[src/lsa_pkg.sv]
// Behaviour
// - With translation or protection off, bits 28:10 give transfer source physical address.
// - Six-bit mask in bits 5:0; mask bit n governs address bit 10+n.
// - Mask bit clear: that address bit comes from the operand address.
// - Mask bit set: that address bit comes from the stored address field.
// - Protection enable bit decides whether translation-based checks apply to local memory; the code applies them only when the translation enable is also set.
package lsa_pkg;
  localparam logic [3:0] LSA_OFF_SRC = 4'h0;
  localparam logic [3:0] LSA_OFF_CTRL = 4'h4;
  localparam int LSA_ADDR_LSB = 10;
  localparam int LSA_ADDR_MSB = 28;
  localparam int LSA_MASK_MSB = 5;
  localparam int LSA_CTRL_AT_BIT = 0;
  localparam int LSA_CTRL_RP_BIT = 8;
  localparam logic [1:0] LSA_CTRL_RESET = 2'h0;
  localparam logic [18:0] LSA_ADDR_RESET = 19'h00000;
  localparam logic [5:0] LSA_MASK_RESET = 6'h00;
  localparam int LSA_WAIT_CYCLES = 1;
endpackage

[src/lsa_page0_src.sv]
`timescale 1ns/1ps
module lsa_page0_src
  import lsa_pkg::*;
#(
  parameter int ADDR_W = 32
) (
  input wire logic i_clk,
  input wire logic i_reset,
  input wire logic i_ce,
  input wire logic [3:0] i_avs_address,
  input wire logic i_avs_read,
  input wire logic i_avs_write,
  input wire logic [31:0] i_avs_writedata,
  input wire logic [3:0] i_avs_byteenable,
  output logic [31:0] o_avs_readdata,
  output logic o_avs_waitrequest,
  input wire logic [ADDR_W-1:0] i_operand_addr,
  output logic [ADDR_W-1:0] o_src_phys_addr,
  output logic o_src_override_active,
  output logic o_protection_checks
);
  // The merge slices below assume a 32-bit physical address, so refuse any other width.
  if (ADDR_W != 32) begin : g_bad_width
    $error("lsa_page0_src supports only a 32-bit address");
  end

  logic [18:0] addr_field_q;
  logic [5:0] mask_q;
  logic at_en_q;
  logic rp_en_q;
  logic ack_q;
  logic [31:0] src_word;
  logic [31:0] ctrl_word;

  // Register word with reserved bits forced to zero.
  function automatic logic [31:0] lsa_pack(input logic [18:0] a, input logic [5:0] m);
    lsa_pack = {3'h0, a, 4'h0, m};
  endfunction

  assign src_word = lsa_pack(addr_field_q, mask_q);
  assign ctrl_word = {23'h000000, rp_en_q, 7'h00, at_en_q};

  // One wait cycle per access; ack drops waitrequest for exactly one edge.
  always_ff @(posedge i_clk) begin
    if (i_reset) begin
      ack_q <= 1'b0;
    end else if (i_ce) begin
      ack_q <= (i_avs_read || i_avs_write) && !ack_q;
    end
  end
  assign o_avs_waitrequest = (i_avs_read || i_avs_write) && !ack_q;

  // Address field and mask: byte-lane writes, reserved bits dropped.
  // Software must treat both as undefined after reset; a known value keeps the merge clean.
  always_ff @(posedge i_clk) begin
    if (i_reset) begin
      addr_field_q <= LSA_ADDR_RESET;
      mask_q <= LSA_MASK_RESET;
    end else if (i_ce && i_avs_write && ack_q && i_avs_address == LSA_OFF_SRC) begin
      if (i_avs_byteenable[0]) begin
        mask_q <= i_avs_writedata[LSA_MASK_MSB:0];
      end
      if (i_avs_byteenable[1]) begin
        addr_field_q[5:0] <= i_avs_writedata[15:10];
      end
      if (i_avs_byteenable[2]) begin
        addr_field_q[13:6] <= i_avs_writedata[23:16];
      end
      if (i_avs_byteenable[3]) begin
        addr_field_q[18:14] <= i_avs_writedata[LSA_ADDR_MSB:24];
      end
    end
  end

  // Translation and protection enables mirrored from the system control registers.
  always_ff @(posedge i_clk) begin
    if (i_reset) begin
      {rp_en_q, at_en_q} <= LSA_CTRL_RESET;
    end else if (i_ce && i_avs_write && ack_q && i_avs_address == LSA_OFF_CTRL) begin
      if (i_avs_byteenable[0]) begin
        at_en_q <= i_avs_writedata[LSA_CTRL_AT_BIT];
      end
      if (i_avs_byteenable[1]) begin
        rp_en_q <= i_avs_writedata[LSA_CTRL_RP_BIT];
      end
    end
  end

  // Read data registered; unmapped offsets read zero.
  always_ff @(posedge i_clk) begin
    if (i_reset) begin
      o_avs_readdata <= 32'h00000000;
    end else if (i_ce && i_avs_read && !ack_q) begin
      case (i_avs_address)
        LSA_OFF_SRC: o_avs_readdata <= src_word;
        LSA_OFF_CTRL: o_avs_readdata <= ctrl_word;
        default: o_avs_readdata <= 32'h00000000;
      endcase
    end
  end

  assign o_protection_checks = at_en_q && rp_en_q;
  assign o_src_override_active = !o_protection_checks;

  // Per-bit merge of bits 15:10; upper bits from the field when the register applies.
  always_ff @(posedge i_clk) begin
    if (i_reset) begin
      o_src_phys_addr <= 32'h00000000;
    end else if (i_ce) begin
      o_src_phys_addr <= i_operand_addr;
      if (o_src_override_active) begin
        for (int n = 0; n <= LSA_MASK_MSB; n++) begin
          o_src_phys_addr[LSA_ADDR_LSB+n] <= mask_q[n] ? addr_field_q[n]
                                                       : i_operand_addr[LSA_ADDR_LSB+n];
        end
        o_src_phys_addr[LSA_ADDR_MSB:16] <= addr_field_q[18:6];
        o_src_phys_addr[31:29] <= 3'h0;
      end
    end
  end
endmodule

[config.mk]
export PLATFORM = sky130hd
export DESIGN_NAME = lsa_page0_src
export DESIGN_NICKNAME = d
export VERILOG_FILES = /design/src/lsa_pkg.sv /design/src/lsa_page0_src.sv
export SDC_FILE = /design/constraint.sdc
export NUM_CORES = 1
export LEC_CHECK = 0
export BUFFER_PORTS_ARGS = -buffer_cell sky130_fd_sc_hd__buf_2
export CORE_MARGIN = 3
export CORE_UTILIZATION = 52
export DETAILED_ROUTE_END_ITERATION = 10
export PLACE_DENSITY = 0.83
export SYNTH_ARGS = -nofsm -noshare
export SYNTH_HDL_FRONTEND = slang
export SYNTH_SLANG_ARGS = --single-unit
[constraint.sdc]
create_clock -name i_clk -period 2.5 [get_ports i_clk]
set_input_delay 0.5 -clock i_clk [delete_from_list [all_inputs] [get_ports i_clk]]
set_output_delay 0.5 -clock i_clk [all_outputs]
set_load 0.02 [all_outputs]
# == Word-level counts from Yosys, hierarchy flattened ==
# Index checks and enable logic that the tools add are counted.
# word_totals
ff_bits,92
input_bits,77
out_inout_bits,67
wordCells,36
# op_classes
eq_ne,1
muxes,8
n_reduce_logical,18
# ops
op,count
$pmux W29 S2,1
$mux W22,1
$reduce_and A2 Y1,6
$logic_and A1 B1 Y1,8
$mux W1,6
$eq A4 B3 Y1 const B,1
$logic_not A4 Y1,1
$logic_not A1 Y1,2
$logic_or A1 B1 Y1,1

# == Logic depth before layout (Yosys ltp) ==
# logic_depth
ltp_word,4
ltp_mapped,5
depth_no_buf,4

# == Least setup slack after synthesis ==
# Ideal clock, no wire load.
# synth_timing
path_type,input -> register
startpoint,input port i_avs_address[1]
endpoint,register addr_field_q[10]
setup_ns,0.132
arrival_ns,1.476
path_slack_ns,0.892
cell_stages,4
path_buffers,1
cell_sequence,or4_4 buf_6 o31ai_1 a21oi_1
# synth_via
elab_chain_cells,3
# synth_lines
item,line,text
start: declaration,lsa_page0_src.sv:10,"input wire logic [3:0] i_avs_address,"
$logic_not A4 Y1,lsa_page0_src.sv:59,end else if (i_ce && i_avs_write && ack_q && i_avs_address == LSA_OFF_SRC) begin
$logic_and A1 B1 Y1,lsa_page0_src.sv:59,
$reduce_and A2 Y1 (no source line),-,
end signal: assignment,lsa_page0_src.sv:67,addr_field_q[13:6] <= i_avs_writedata[23:16];
end: declaration,lsa_page0_src.sv:27,logic [18:0] addr_field_q;
# Every way passes these cells.
# A chain may end at the register's enable or synchronous reset.

# == Worst setup path in the final report ==
# layout_timing
startpoint,register at_en_q
endpoint,output port o_src_override_active
# layout_via
elab_chain_cells,2
# layout_lines
item,line,text
start: declaration,lsa_page0_src.sv:29,logic at_en_q;
start signal: assignment,lsa_page0_src.sv:81,at_en_q <= i_avs_writedata[LSA_CTRL_AT_BIT];
$logic_and A1 B1 Y1,lsa_page0_src.sv:102,assign o_protection_checks = at_en_q && rp_en_q;
$logic_not A1 Y1,lsa_page0_src.sv:103,assign o_src_override_active = !o_protection_checks;
end: declaration,lsa_page0_src.sv:19,"output logic o_src_override_active,"
# Every way passes these cells.

==> run_results.csv <==
group,metric,value,unit
die,pin_count,144,
cts,hold_buffers,0,
synthesis,avgSynthCellArea,8.53,um^2
cts,post_cts_buffers,0,
worst_setup_path,arrival,1.40,ns
drt,drt_pass1_iterations,5,
timing,relSlewSlack,62.2,%
synthesis,yosys_warnings,0,
die,rows,29,
global_route,grt_pass1_wl,14.3,mm
timing,drv_slew,0,
die,die_w,88.8,um
placement,dp_hpwl,6.92,mm
synthesis,synth.area.mux_share,5.33,%
synthesis,ys_seq_area_share,48.3,%
drt,vias,3492,
global_route,grt_pass1_vias,3005,
power,vdd_drop_max,0.298,mV
timing,rsz0062_at_grt,"false",
cts,insertion_delay,0.35,ns
synthesis,synth.distinct_cells,29,
timing,fin_setup_tns,0,ns
timing,worst_slew_pin_slew,0.562,ns
timing,finalCriticalPeriod,1.90,ns
synthesis,ys_seq_elements,86,
cts,clk_pin_slew,0.08,ns
power,power_leakage,0.00184,uW
cts,clkSinkCount,86,
cts,clk_path_buf_depth,2,
timing,finalSetupViolCount,0,
status,run_status,"finished clean",
global_route,antenna_found_initial,0,
placement,place_congestion,0.898,
drt,drt-initial-drc-count,232,
die,core_area,6490,um^2
drt,routed_wl,9.40,mm
synthesis,synth-adder-area-share,0,%
synthesis,ys.flop_type,"dfxtp_1",
worst_setup_path,crit_fanout,13,
cts,cts_tree,"built",
global_route,grt_max_degree,55,
finish,fin_area,4410,um^2
drt,antenna_left,0,
synthesis,synth-simple-area-share,23.4,%
global_route,global_route.usage.total,23.1,%
power,power_density,598,nW/um^2
cts,cts_made_buffers,9,
synthesis,synthXorXnorAreaFrac,0,%
drt,via_per_inst,5.69,
die,dieArea,7890,um^2
die,dieHeight,88.8,um
synthesis,async_reset_ff_share,0,%
drt,routedWlPerCell,15.3,um
finish,antenna_cells,0,
timing,max_freq,526,MHz
finish,nets,610,
finish,area_growth,23.6,%
finish,fin_util,67.9,%
synthesis,syn_area,3570,um^2
flow_run,cap_violations,0,
synthesis,synthTopCellsByArea,"dfxtp_1 48%, a21oi_1 5.9%, nand2_1 5.5%",
global_route,grt_overflow_total,0,
timing,clock_skew,0.00618,ns
synthesis,syn_inst,418,
power,total_power,2640,uW
worst_setup_path,end_kind,"output pin",
worst_setup_path,start_kind,"flop",
synthesis,synth_compound_gate_area_share,16.0,%
cts,postCtsResizedCells,0,
finish,drive_gt1_share,30.0,%
cts,cts-htree-levels,3,
synthesis,synth_top_family_by_area,"simple AND/OR/NAND/NOR gates",
drt,drc,0,
synthesis,synth-edff-count,0,
die,start_util,54.9,%
timing,holdWs,0.385,ns
cts,root_buffer,"clkbuf_8",
placement,place_area,4220,um^2
synthesis,synth.largest_area_cell,"dfxtp_1",
hold_path,hold_path.class,"in -> reg",
synthesis,synthDominantCellAreaShare,48.3,%
placement,io_buffers,131,
worst_setup_path,critPathKind,"reg -> out",
worst_setup_path,cp_data_required_time,2.00,ns
timing,hold_violations,0,
timing,min_period_over_period,76.0,%
==> state kept, by name, indices dropped and copies added (netlist names) <==
register	count
ack_q	1
addr_field_q	19
at_en_q	1
mask_q	6
o_avs_readdata	26
o_src_phys_addr	32
rp_en_q	1
==> worst max-delay path, cell delays in order, from the launching register on <==
cell,delay [ns]
dfxtp_1,0.33
nand2_1,0.29
buf_4,0.25
buf_2,0.18
==> power breakdown <==
| group | internal, uW | total [uW] | leakage (uW) | switching [uW] |
|---|---|---|---|---|
| clock network | 481 | 946 | 0.0000952 | 465 |
| logic | 105 | 278 | 0.00105 | 172 |
| registers | 1400 | 1410 | 0.000699 | 14.7 |
| total | 1980 | 2640 | 0.00184 | 652 |
==> synth_stat cells, types with 2 or more instances <==
cell type   n
a21oi_1    42
a311oi_1   19
and3_1      3
buf_1       2
buf_2      11
buf_4       6
clkbuf_1   24
dfxtp_1    86
inv_1      10
mux2i_1    19
nand2_1    52
nand2b_1   18
nand3_1    36
nand4_1    19
nor2_1     31
nor2b_1     5
o21ai_0     6
o31ai_1    18
==> per-stage QoR <==
stage                     std cells  setup WS (ns)
after floorplan                 423          0.892
after global placement          599          0.587
after detailed placement        599          0.536
after CTS                       614          0.607
after global routing            614          0.491
final                           614          0.600
==> cells by family (layout without fill, tap and decap cells) <==
group,count (synthesis),after routing
and+or+nand+nor,170,170
DFF,86,86
muxes,19,19
other,1,6
AOI/OAI and AO/OA,88,88
buffers and inverters,54,168
==> final timing paths <==
kind                                    startpoint                    end  slack (ns)  depth (start not counted)
worst max register to register               ack_q        addr_field_q[1]        0.91                          3
worst max-delay path                       at_en_q  o_src_override_active        0.60                          3
worst min-delay path             i_operand_addr[0]     o_src_phys_addr[0]        0.39                          3
worst min register to register  o_avs_readdata[11]     o_avs_readdata[11]        0.45                          2
==> layout make-up <==
type,count,area (um^2)
multi-input combinational,283,1620
clock inverter,4,47.5
clock buffer,11,141
inverter,10,37.5
sequential,86,1720
tap,77,96.3
fill,550,2090
timing repair buffer,143,746
==> per-layer routing <==
layer | global-route usage, % | routed length (um) | up-vias
met3 | 4.38 | 816 | 17
li1 | - | - | 1690
met5 | 0 | 0 | -
met2 | 34.8 | 4290 | 177
met4 | 10.0 | 216 | 0
met1 | 32.1 | 4070 | 1608
==> cells in the final DEF (no fill, tap or decap), drive strengths merged, types with 11 or more instances in the layout <==
cell type  instances
nor2              31
a21oi             42
nand4             19
mux2i             19
buf              143
nand2             52
a311oi            19
clkbuf            11
dfxtp             86
o31ai             18
nand2b            18
nand3             36
No activity file was read; power rests on OpenSTA's default activity.
